### config.mk
export PLATFORM = sky130hd
export DESIGN_NAME = cbc_controller
export DESIGN_NICKNAME = d
export VERILOG_FILES = /design/src/inc/cbc_pkg.sv /design/src/core/cbc_controller.sv
export SDC_FILE = /design/constraint.sdc
export NUM_CORES = 1
export LEC_CHECK = 0
export ABC_AREA = 1
export BUFFER_PORTS_ARGS = -buffer_cell sky130_fd_sc_hd__buf_2
export CAP_MARGIN = 20
export CORE_UTILIZATION = 40
export CTS_CLUSTER_SIZE = 14
export DETAILED_ROUTE_END_ITERATION = 6
export GPL_TIMING_DRIVEN = 0
export MAX_ROUTING_LAYER = met4
export PLACE_DENSITY = 0.73
export SLEW_MARGIN = 0
export SYNTH_ARGS = -nofsm -noshare
export SYNTH_HDL_FRONTEND = slang
export SYNTH_SLANG_ARGS = --single-unit
### constraint.sdc
create_clock -name ref_clk_i -period 3 [get_ports ref_clk_i]
set_clock_uncertainty 0.2 [all_clocks]
set_input_delay 0.45 -clock ref_clk_i [delete_from_list [all_inputs] [get_ports ref_clk_i]]
set_output_delay 0.45 -clock ref_clk_i [all_outputs]
set_load 0.01 [all_outputs]
### src/inc/cbc_pkg.sv
/*
  Constants, bus-cycle codes and sequencer states for the bus command controller.
  Assumes a single synchronous system clock; one bus state equals two clock cycles.
*/
// Function
// - Status code selects one strobe or none
// - Latch strobe high, none on halt
// - Drive latch strobe holding address each cycle except halt
// - Cascade gate high only on intr ack
// - Transceiver enable high, delayed writes 796
// - Direction high write, low read, rest high
// - Direction changes only with enable low
// - Direction ignores every control input but ready
// - Command strobes all active low
// - Strap high delays command, and enable on writes only
// - Status sampled each cycle starts bus cycle
// - Each bus state lasts two clocks
// - Ready high repeats command state, low ends
// - Strap high, grant high floats commands
package cbc_pkg;

  // ==========================================================
  // Cycle type codes {mem_io, status_bit_one, status_bit_zero}
  localparam logic [2:0] CYC_INTR_ACK_STROBE  = 3'h0;
  localparam logic [2:0] CYC_IORD  = 3'h1;
  localparam logic [2:0] CYC_IOWR  = 3'h2;
  localparam logic [2:0] CYC_HALT  = 3'h4;
  localparam logic [2:0] CYC_MRD   = 3'h5;
  localparam logic [2:0] CYC_MWR   = 3'h6;

  // ==========================================================
  // Strobe vector bit positions
  localparam int STB_MRD  = 0;
  localparam int STB_MWR  = 1;
  localparam int STB_IORD = 2;
  localparam int STB_IOWR = 3;
  localparam int STB_INTR_ACK_STROBE = 4;
  localparam int STB_W    = 5;
  localparam logic [STB_W-1:0] STB_NONE = 5'h00;

  // ==========================================================
  // Phase counter: two clocks per bus state
  localparam logic PH_FIRST  = 1'h0;
  localparam logic PH_SECOND = 1'h1;

  typedef enum logic [1:0] {
    ST_IDLE   = 2'b00,
    ST_STATUS = 2'b01,
    ST_CMD    = 2'b10
  } cbc_state_t;

  // ==========================================================
  // Decoders: cbc_decode shared by sequencer and outputs, cbc_is_write used by outputs only
  function automatic logic [STB_W-1:0] cbc_decode(input logic [2:0] code);
    logic [STB_W-1:0] s;
    s = STB_NONE;
    unique case (code)
      CYC_INTR_ACK_STROBE: s[STB_INTR_ACK_STROBE] = 1'b1;
      CYC_IORD: s[STB_IORD] = 1'b1;
      CYC_IOWR: s[STB_IOWR] = 1'b1;
      CYC_MRD:  s[STB_MRD]  = 1'b1;
      CYC_MWR:  s[STB_MWR]  = 1'b1;
      default:  s = STB_NONE;
    endcase
    return s;
  endfunction : cbc_decode

  function automatic logic cbc_is_write(input logic [2:0] code);
    return (code == CYC_IOWR) || (code == CYC_MWR);
  endfunction : cbc_is_write

endpackage : cbc_pkg

### src/core/cbc_controller.sv
/*
  Bus command controller: decodes local-bus status into command strobes and
  drives latch strobe, transceiver enable, direction and cascade gate.
  Assumes status, ready and control inputs are synchronous to ref_clk_i.
*/
`timescale 1ns/100ps
module cbc_controller
  import cbc_pkg::*;
(
  // Clock and reset
  input  wire logic ref_clk_i,
  input  wire logic rst_i,
  // Status from bus master
  input  wire logic mem_io_i,
  input  wire logic status_bit_one_i,
  input  wire logic status_bit_zero_i,
  // Control inputs
  input  wire logic ready_n_i,
  input  wire logic command_delay_in_i,
  input  wire logic cycle_select_latched_i,
  input  wire logic command_or_grant_gate_i,
  input  wire logic ieee796_timing_strap_i,
  // Command strobes, active low, and command output enable, active high
  output logic      mem_read_strobe_n_o,
  output logic      mem_write_strobe_n_o,
  output logic      io_read_strobe_n_o,
  output logic      io_write_strobe_n_o,
  output logic      intr_ack_strobe_n_o,
  output logic      cmd_oe_o,
  // Control outputs
  output logic      addr_latch_strobe_o,
  output logic      data_transceiver_enable_o,
  output logic      transfer_direction_o,
  output logic      master_cascade_gate_o
);

  // ==========================================================
  // Sequencer state
  cbc_state_t       state_ff, nxt_state;
  logic             phase_ff, nxt_phase;
  logic [2:0]       code_ff, nxt_code;
  logic             sel_ff, nxt_sel;
  logic             cmd_on_ff, nxt_cmd_on;
  logic             wdly_ff, nxt_wdly;

  logic [2:0]       code_in;
  logic             start;
  logic [STB_W-1:0] dec;
  logic             act;

  assign code_in = {mem_io_i, status_bit_one_i, status_bit_zero_i};
  assign start   = ~(status_bit_one_i & status_bit_zero_i);
  assign dec     = cbc_decode(code_ff);
  assign act     = (dec != STB_NONE);

  // ==========================================================
  // Sequencer next state
  always_comb
  begin
    nxt_state  = state_ff;
    nxt_phase  = ~phase_ff;
    nxt_code   = code_ff;
    nxt_sel    = sel_ff;
    nxt_cmd_on = cmd_on_ff;
    nxt_wdly   = wdly_ff;
    unique case (state_ff)
      ST_IDLE:
      begin
        nxt_phase  = PH_FIRST;
        nxt_cmd_on = 1'b0;
        nxt_wdly   = 1'b0;
        if (start)
        begin
          nxt_state = ST_STATUS;
          nxt_phase = PH_SECOND;
          nxt_code  = code_in;
        end
      end
      ST_STATUS:
      begin
        if (phase_ff == PH_SECOND)
        begin
          nxt_state = ST_CMD;
          // Latched once, so an address decoder may settle during status
          nxt_sel   = cycle_select_latched_i;
          // Non-796 mode asserts at command state start unless delayed
          nxt_cmd_on = ~ieee796_timing_strap_i & ~command_delay_in_i;
        end
      end
      ST_CMD:
      begin
        // 796 mode holds off one phase for address and data setup
        if (!cmd_on_ff && !command_delay_in_i)
          nxt_cmd_on = 1'b1;
        if (phase_ff == PH_FIRST)
          nxt_wdly = 1'b1;
        // Ready only counts in the second clock of the state
        if (phase_ff == PH_SECOND && !ready_n_i)
        begin
          nxt_cmd_on = 1'b0;
          nxt_wdly   = 1'b0;
          nxt_state  = start ? ST_STATUS : ST_IDLE;
          nxt_phase  = start ? PH_SECOND : PH_FIRST;
          nxt_code   = start ? code_in : code_ff;
        end
      end
      default:
      begin
        nxt_state = ST_IDLE;
        nxt_phase = PH_FIRST;
      end
    endcase
    // Halt keeps commands off whatever the control inputs
    if (!act)
      nxt_cmd_on = 1'b0;
  end

  // ==========================================================
  // Sequencer registers
  always_ff @(posedge ref_clk_i)
  begin
    if (rst_i)
    begin
      state_ff  <= ST_IDLE;
      phase_ff  <= PH_FIRST;
      code_ff   <= CYC_HALT;
      sel_ff    <= 1'b0;
      cmd_on_ff <= 1'b0;
      wdly_ff   <= 1'b0;
    end
    else
    begin
      state_ff  <= nxt_state;
      phase_ff  <= nxt_phase;
      code_ff   <= nxt_code;
      sel_ff    <= nxt_sel;
      cmd_on_ff <= nxt_cmd_on;
      wdly_ff   <= nxt_wdly;
    end
  end

  // ==========================================================
  // Output registers
  logic [STB_W-1:0] stb_ff, nxt_stb;
  logic             ale_ff, nxt_ale;
  logic             den_ff, nxt_den;
  logic             dir_ff, nxt_dir;
  logic             mce_ff, nxt_mce;
  logic             oe_ff, nxt_oe;
  logic             gate_ok;
  logic             in_cycle;

  // ==========================================================
  // Output next values
  always_comb
  begin
    // Strap high: gate is active-low grant; low: active-high enable
    gate_ok  = ieee796_timing_strap_i ? ~command_or_grant_gate_i
                                      : command_or_grant_gate_i;
    in_cycle = (nxt_state != ST_IDLE) && cbc_decode(nxt_code) != STB_NONE;
    nxt_oe   = ~(ieee796_timing_strap_i & command_or_grant_gate_i);
    nxt_ale  = (nxt_state == ST_STATUS) && (nxt_phase == PH_SECOND)
               && cbc_decode(nxt_code) != STB_NONE;
    nxt_mce  = in_cycle && (nxt_code == CYC_INTR_ACK_STROBE)
               && (nxt_state == ST_STATUS);
    // Select as latched for this cycle, not the one before
    nxt_stb  = (nxt_cmd_on && nxt_state == ST_CMD && nxt_sel && gate_ok)
               ? cbc_decode(nxt_code) : STB_NONE;
    // Direction: write high, read low, rest high
    nxt_dir  = in_cycle ? cbc_is_write(nxt_code) : 1'b1;
    nxt_den  = 1'b0;
    if (in_cycle && nxt_state == ST_CMD && nxt_sel && gate_ok)
      nxt_den = cbc_is_write(nxt_code)
                ? (~ieee796_timing_strap_i | nxt_wdly)
                : 1'b1;
    // Hold direction until enable has dropped; enable stays off while it moves
    // Keyed on sequencer state, not on the enable, so controls cannot shift it
    if (nxt_dir != dir_ff)
    begin
      if (state_ff == ST_CMD && act)
        nxt_dir = dir_ff;
      nxt_den = 1'b0;
    end
  end

  // ==========================================================
  // Output flops
  always_ff @(posedge ref_clk_i)
  begin
    if (rst_i)
    begin
      stb_ff <= STB_NONE;
      ale_ff <= 1'b0;
      den_ff <= 1'b0;
      dir_ff <= 1'b1;
      mce_ff <= 1'b0;
      oe_ff  <= 1'b1;
    end
    else
    begin
      stb_ff <= nxt_stb;
      ale_ff <= nxt_ale;
      den_ff <= nxt_den;
      dir_ff <= nxt_dir;
      mce_ff <= nxt_mce;
      oe_ff  <= nxt_oe;
    end
  end

  // ==========================================================
  // Pins; strobes inverted here so the flops reset to zero
  assign mem_read_strobe_n_o       = ~stb_ff[STB_MRD];
  assign mem_write_strobe_n_o      = ~stb_ff[STB_MWR];
  assign io_read_strobe_n_o        = ~stb_ff[STB_IORD];
  assign io_write_strobe_n_o       = ~stb_ff[STB_IOWR];
  assign intr_ack_strobe_n_o       = ~stb_ff[STB_INTR_ACK_STROBE];
  assign cmd_oe_o                  = oe_ff;
  assign addr_latch_strobe_o       = ale_ff;
  assign data_transceiver_enable_o = den_ff;
  assign transfer_direction_o      = dir_ff;
  assign master_cascade_gate_o     = mce_ff;

endmodule : cbc_controller

==> summary.md, run 1 <==
| Metric | Value |
|---|---|
| PD cells | between 500 and 600 nW/um2 |
| Max_cap viols | 0 |
| Tot GR Track Use | 0.1607 |
| Startpoint types | register |
| Peak supply drop | 0.0002225 V |
| Syn. warnings | 0 |
| Adder-cell share of the synthesized area | 0.01406 |
| Crit path DAT | 1.69 ns |
| Mux share of post-synthesis cell area | 0 |
| Yosys reg bits | 19 |
| Synth Instances | 121 |
| Chip width | 49.16 um |
| Max Fanout on Critical Path | 7 |
| Footprint of the multi-input gates | a little over 400 um2 |
| Die height | about 50 um |
| FFs w/ async S/R, synth | 0 |
| Diodes inserted | 0 |
| Post-CTS sizing | 0 |
| WL/cell | 9.853 um |
| Remaining Overflow, GRT | 0 |
| Core area | 2022 um2 |
| Antenna-violating nets left | 0 |
| Max-slew violations | 0 |
| Static Leak | 0.4980 nW |
| Simple-gate share of the synthesized area | 0.4023 |
| Yosys cell types | 21 |
| Top cells by count, synth | nand2_1 (29), dfxtp_1 (19), inv_1 (19) |
| Final setup fails | 0 |
| Sequential-to-total area share from yosys stat | 0.4276 |
| Main synth FF type | dfxtp_1 |
| Via Count | 800 |
| Synth area leaders | dfxtp_1 (43%), nand2_1 (12%), inv_1 (8.0%), nand3_1 (6.2%), nand2_2 (4.9%) |
| Worst Hold Class | in2reg |
| Reg2reg path depth | 8 |
| Full die area | 2417 um2 |
| H-tree levels | 1 |
| Final wirelength | 1.675 mm |
| Fin crit share | 0.5519 |
| Share of cells above drive strength 1 | 0.3007 |
| Total nets after synthesis | 132 |
| First DRT Iteration DRCs | 7 |
| Post-synth EDFFs | 0 |
| Mapped Area | 889.6 um2 |
| CTS Buf Count | 3 |
| Clk_lat worst skew | 0.30 ns |
| Worst-path clk slew | 0.11 ns |
| Initial Util | 0.4400 |
| Post-Layout Inst Area | 1040 um2 |
| Vias in the first global route | about 740 |
| Clk sink count | 19 |
| # Post-CTS Setup Buffers | 0 |
| TNS Setup | 0 ns |
| Max-slew headroom | 0.6949 |
| Final Net Count | approximately 160 |
| Number of cell rows | 16 |
| Initial antenna violation count | 0 |
| Main combinational cell family by area after synthesis | simple AND/OR/NAND/NOR gates |
| Final core utilization | 0.5142 |
| Root buffer cell | clkbuf_4 |
| Maximum number of pins on one net before global-route repair | 11 |
| CTS tree | yes |
| Biggest area consumer among synthesized cells | dfxtp_1 |
| Outcome | finished clean |
| Post-CTS Hold Buffers | 0 |
| CP Data Required Time | 3.04 ns |
| First-pass GRT wire length | 2.898 mm |
| P&R area growth vs syn | 16.88% |
| Fillers | 216 |
| Area share of the largest cell type after synthesis | 0.4276 |
| Top Ports | 20 |
| Final HPWL DP | 1.360 mm |
| Compound-Gate Fraction of Synth Area | 0.05063 |
| Synth Area per Inst | ~7.4 um2 |
| WHS Path Cells | 3 |
| Count leader, synth | nand2_1 |
| Final min period | around 1.7 ns |
| Worst-Margin Slew | 0.4546 ns |
| FMAX | 604.0 MHz |
| FF+latch area | 380.4 um2 |
| DRC Markers | 0 |
| Drt pass-1 iters | 4 |
| Fin. Hold Viols | 0 |
| Port Buffer Count | 18 |
| DP Area | 1013 um2 |
| Gp weighted congestion | 0.8921 |
| Vias per std cell | 4.706 |
| RSZ-0062 raised after global routing | no |
| Critical path class | reg2reg |
| CP Capture Type | register |
| Max clock buf depth | 2 |
| Xor and xnor area share after synthesis | 0 |
[critical path: stages, from the launching register on]
cell and delay (ns):
dfxtp_1 0.44, inv_2 0.11, nor2_2 0.16, nand2_1 0.10
nand2_2 0.10, nand3_1 0.09, nand2_1 0.15, nand3_4 0.12
nor3_2 0.12
[flip-flops by register name, summed over array words and instances (netlist names)]
| signal | count |
|---|---|
| sel_ff | 1 |
| master_cascade_gate_o | 1 |
| addr_latch_strobe_o | 1 |
| phase_ff | 1 |
| data_transceiver_enable_o | 1 |
| transfer_direction_o | 1 |
| code_ff | 3 |
| cmd_oe_o | 1 |
| stb_ff | 5 |
| state_ff | 2 |
| wdly_ff | 1 |
| cmd_on_ff | 1 |
[stage by stage]
step / cells / hold slack (ns) / total power, mW / setup slack, ns
floorplan: 121 / 0.2665 / 0.3824 / 1.433
global placement: 166 / 0.2796 / 0.4109 / 1.208
detailed placement: 166 / 0.3001 / 0.4153 / 1.193
CTS: 170 / 0.2516 / 0.5395 / 1.340
global route: 170 / 0.2607 / 0.5737 / 1.202
finish: 170 / 0.2490 / 0.5387 / 1.344
[power breakdown]
part           switching [mW]  internal, mW
registers              0.0113         0.268
clock network          0.0777        0.0518
logic                  0.0876        0.0417
[final cells by class]
class,instances,share of cell area
Sequential cell,19,0.3658
Tap cell,27,0.03249
Buffer,1,0.003610
Inverter,24,0.08664
Multi-Input combinational cell,77,0.3995
Clock buffer,4,0.02527
Timing Repair Buffer,18,0.08664
[per-layer routing]
metal,GRT usage,share of wire,vias to the layer above
met1,0.1795,0.45,354
met5,-,0,-
met3,0.03115,0.045,5
met2,0.2740,0.48,23
met4,0.07353,0.021,0
li1,-,-,418
[cells by family (layout without fill, tap and decap cells)]
| group | Yosys count | count (layout) |
|---|---|---|
| simple gates | 68 | 68 |
| buf+inv | 25 | 47 |
| flops | 19 | 19 |
| compound gates | 8 | 8 |
| fa+ha+maj | 1 | 1 |
[layout by cell type (no fill, tap or decap), drive strengths merged]
cell	count
nand2	36
inv	24
dfxtp	19
buf	18
nand3	14
nor2	11
nor3	5
clkbuf	5
a21oi	4
o211ai	2
o21ai	2
nand4	1
nand3b	1
ha	1
[final timing paths]
path | from | to | slack (ns)
setup / recovery | state_ff[0] | stb_ff[0] | 1.34
setup reg to reg | state_ff[0] | stb_ff[0] | 1.34
hold reg to reg | wdly_ff | wdly_ff | 0.31
hold / removal | command_or_grant_gate_i | cmd_oe_o | 0.25
Note: power is estimated with default switching activity, not from simulation.
==> inputs of run 2 (changes only) <==
--- a/config.mk
+++ b/config.mk
@@ -5,7 +5,7 @@
 export SDC_FILE = /design/constraint.sdc
 export NUM_CORES = 1
 export LEC_CHECK = 0
-export ABC_AREA = 1
+export ABC_AREA = 0
 export BUFFER_PORTS_ARGS = -buffer_cell sky130_fd_sc_hd__buf_2
 export CAP_MARGIN = 20
 export CORE_UTILIZATION = 40
@@ -13,7 +13,7 @@
 export DETAILED_ROUTE_END_ITERATION = 6
 export GPL_TIMING_DRIVEN = 0
 export MAX_ROUTING_LAYER = met4
-export PLACE_DENSITY = 0.73
+export PLACE_DENSITY = 0.75
 export SLEW_MARGIN = 0
 export SYNTH_ARGS = -nofsm -noshare
 export SYNTH_HDL_FRONTEND = slang
==> constraint.sdc (replaced) <==
create_clock -name ref_clk_i -period 1.5 [get_ports ref_clk_i]
set_clock_uncertainty 0.2 [all_clocks]
set_input_delay 0.225 -clock ref_clk_i [delete_from_list [all_inputs] [get_ports ref_clk_i]]
set_output_delay 0.225 -clock ref_clk_i [all_outputs]
set_load 0.01 [all_outputs]
==> summary.md, run 2 <==
| Metric | Value |
|---|---|
| Top cells by count, synth | dfxtp_1 (19), a21oi_1 (10), inv_1 (10) |
| CP Capture Type | register |
| Sequential-to-total area share from yosys stat | 0.4264 |
| Largest stage delay on the critical path | slightly below 0.4 ns |
| Remaining Overflow, GRT | 0 |
| Antenna-violating nets left | 0 |
| Fin. Hold Viols | 0 |
| DP Area | 1025 um2 |
| Final Net Count | 147 |
| Final core utilization | 0.6176 |
| Chip width | 49.23 um |
| PD cells | 945.1 nW/um2 |
| CTS tree | yes |
| Vias in the first global route | 764 |
| Startpoint types | register |
| Initial Util | 0.4412 |
| Port Buffer Count | 19 |
| Via Count | 839 |
| Full die area | 2423 um2 |
| DRC Markers | 0 |
| Final min period | 1.610 ns |
| Pre-CTS WS | -0.2045 ns |
| Drt pass-1 iters | 4 |
| Worst-Margin Slew | 0.4632 ns |
| Delay-heaviest family, CP | compound AO/OA/AOI/OAI gates |
| Clk sink count | 19 |
| Clk_lat worst skew | about 0.30 ns |
| Outcome | finished with violations |
| First-pass GRT wire length | around 3.3 mm |
| Peak supply drop | 0.0006379 V |
| Top Ports | 20 |
| Yosys reg bits | 19 |
| Worst r2r src | phase_ff |
| Max clock buf depth | 2 |
| Crit path DAT | 1.64 ns |
| Area share of the largest cell type after synthesis | 0.4264 |
| Biggest area consumer among synthesized cells | dfxtp_1 |
| Max_cap viols | 0 |
| TNS Setup | -0.8182 ns |
| Mapped Area | 892.1 um2 |
| Final HPWL DP | 1.313 mm |
| CP startpoint | phase_ff |
| Die height | 49.23 um |
| RSZ-0062 raised after global routing | yes |
| FFs w/ async S/R, synth | 0 |
| Crit-path cells | nand2b_1 > buf_6 > a211oi_4 > o21ai_2 > a211o_1 > a21oi_1 |
| Core area | 2022 um2 |
| Power, Total | 1.180 mW |
| Tot GR Track Use | 0.1810 |
| Final setup margin | -0.1096 ns |
| Final setup fails | 10 |
| WL/cell | 12.40 um |
| Slowest CP cell | dfxtp_2 |
| Synth Area per Inst | 8.833 um2 |
| First DRT Iteration DRCs | 15 |
| Number of cell rows | 16 |
| CTS Buf Count | 3 |
| H-tree levels | 1 |
| Main synth FF type | dfxtp_1 |
| Max Fanout on Critical Path | 9 |
| Maximum number of pins on one net before global-route repair | 12 |
| Most frequent cells in the layout | buf_2 (20), dfxtp_1 (14), inv_1 (10), buf_4 (10), a21oi_1 (9) |
| Failing checks | negative setup slack |
| FMAX | 621.3 MHz |
| R2R setup slack | -0.11 ns |
| Vias per std cell | 5.179 |
| Hold Path Origin | ieee796_timing_strap_i |
| P&R area growth vs syn | 39.97% |
| Gp weighted congestion | 0.8701 |
| Syn. warnings | 0 |
| Diodes inserted | 0 |
| Worst-path clk slew | about 0.11 ns |
| Worst Hold Class | in2reg |
| Synth area leaders | dfxtp_1 (43%), a21oi_1 (5.6%), inv_1 (4.2%), nor2_1 (3.8%), nor3b_1 (3.4%) |
| Root buffer cell | clkbuf_4 |
| Total nets after synthesis | 112 |
| CP Data Required Time | roughly 1.5 ns |
| Post-Layout Inst Area | ~1200 um2 |
| Initial antenna violation count | 0 |
| Max reg flops | 5 |
| Count leader, synth | dfxtp_1 |
| Synth Instances | 101 |
| CP Buf/Inv Count | 1 |
| Yosys cell types | 37 |
| Final wirelength | 2.009 mm |
| Fin crit share | 1.073 |
| Critical path class | reg2reg |
| Post-synth EDFFs | 0 |
| Commonest non-fill, non-tap cell in the layout | buf_2 |
| Biggest regs | stb_ff (5), code_ff (3), state_ff (2) |
| Share of cells above drive strength 1 | 0.4370 |
| Max-slew headroom | 0.6912 |
| Largest Register | stb_ff |
| Static Leak | 0.5159 nW |
| Max-slew violations | 0 |
## run 2: cell families (layout without fill, tap and decap cells)
logic type,after synthesis,count (layout),share of synthesized area
AO/OA/AOI/OAI,32,32,0.2553
buffers and inverters,14,48,0.07013
AND/OR/NAND/NOR,32,32,0.1992
flip-flops,19,19,0.4264
adder cells (fa/ha/maj),1,1,0.01402
multiplexers,3,3,0.03506
## run 2: path summary, 6_finish.rpt
path                               end  depth (start not counted)
max reg2reg  data_transceiver_enable_o                          6
max          data_transceiver_enable_o                          6
min reg2reg                 code_ff[1]                          2
min          data_transceiver_enable_o                          3
## run 2: layout make-up
type,instances,area [um2]
Buffer,4,27.53
Multi-Input combinational cell,68,546.8
Sequential cell,19,391.6
Timing Repair Buffer,30,183.9
Tap cell,27,33.78
Inverter,10,37.54
Fill cell,186,773.2
Clock inverter,1,5.005
Clock buffer,3,22.52
## run 2: report_power, final
part	internal (mW)	switching, mW	leakage, nW
sequential	0.537	0.0303	0.157
clock	0.0992	0.160	0.0177
combinational	0.170	0.184	0.341
## run 2: worst min-delay path, cell delays in order
cell	delay (ns)
buf_2	0.11
a211o_1	0.12
a21oi_1	0.05
## run 2: repair_timing
action	CTS	global route
resized for setup	18	8
setup endpoints to repair	10	12
setup buffers	7	3
hold buffers	1	0
hold endpoints to repair	1	0
pin swaps	8	5
## run 2: through the flow
| stage | std cells | hold WS [ns] |
|---|---|---|
| 6_report | 162 | 0.03873 |
| 3_5_place_dp | 147 | 0.2545 |
| 4_1_cts | 159 | 0.03936 |
| 2_1_floorplan | 101 | 0.1004 |
| 3_3_place_gp | 147 | 0.2497 |
| 5_1_grt | 162 | 0.04358 |
## run 2: routing by layer
layer | vias up | wire (um) | GRT usage
met5 | - | 0 | -
met4 | 0 | 10 | 0.04412
met3 | 2 | 111 | 0.03115
met2 | 30 | 1062 | 0.3333
met1 | 383 | 824 | 0.1989
li1 | 424 | - | -
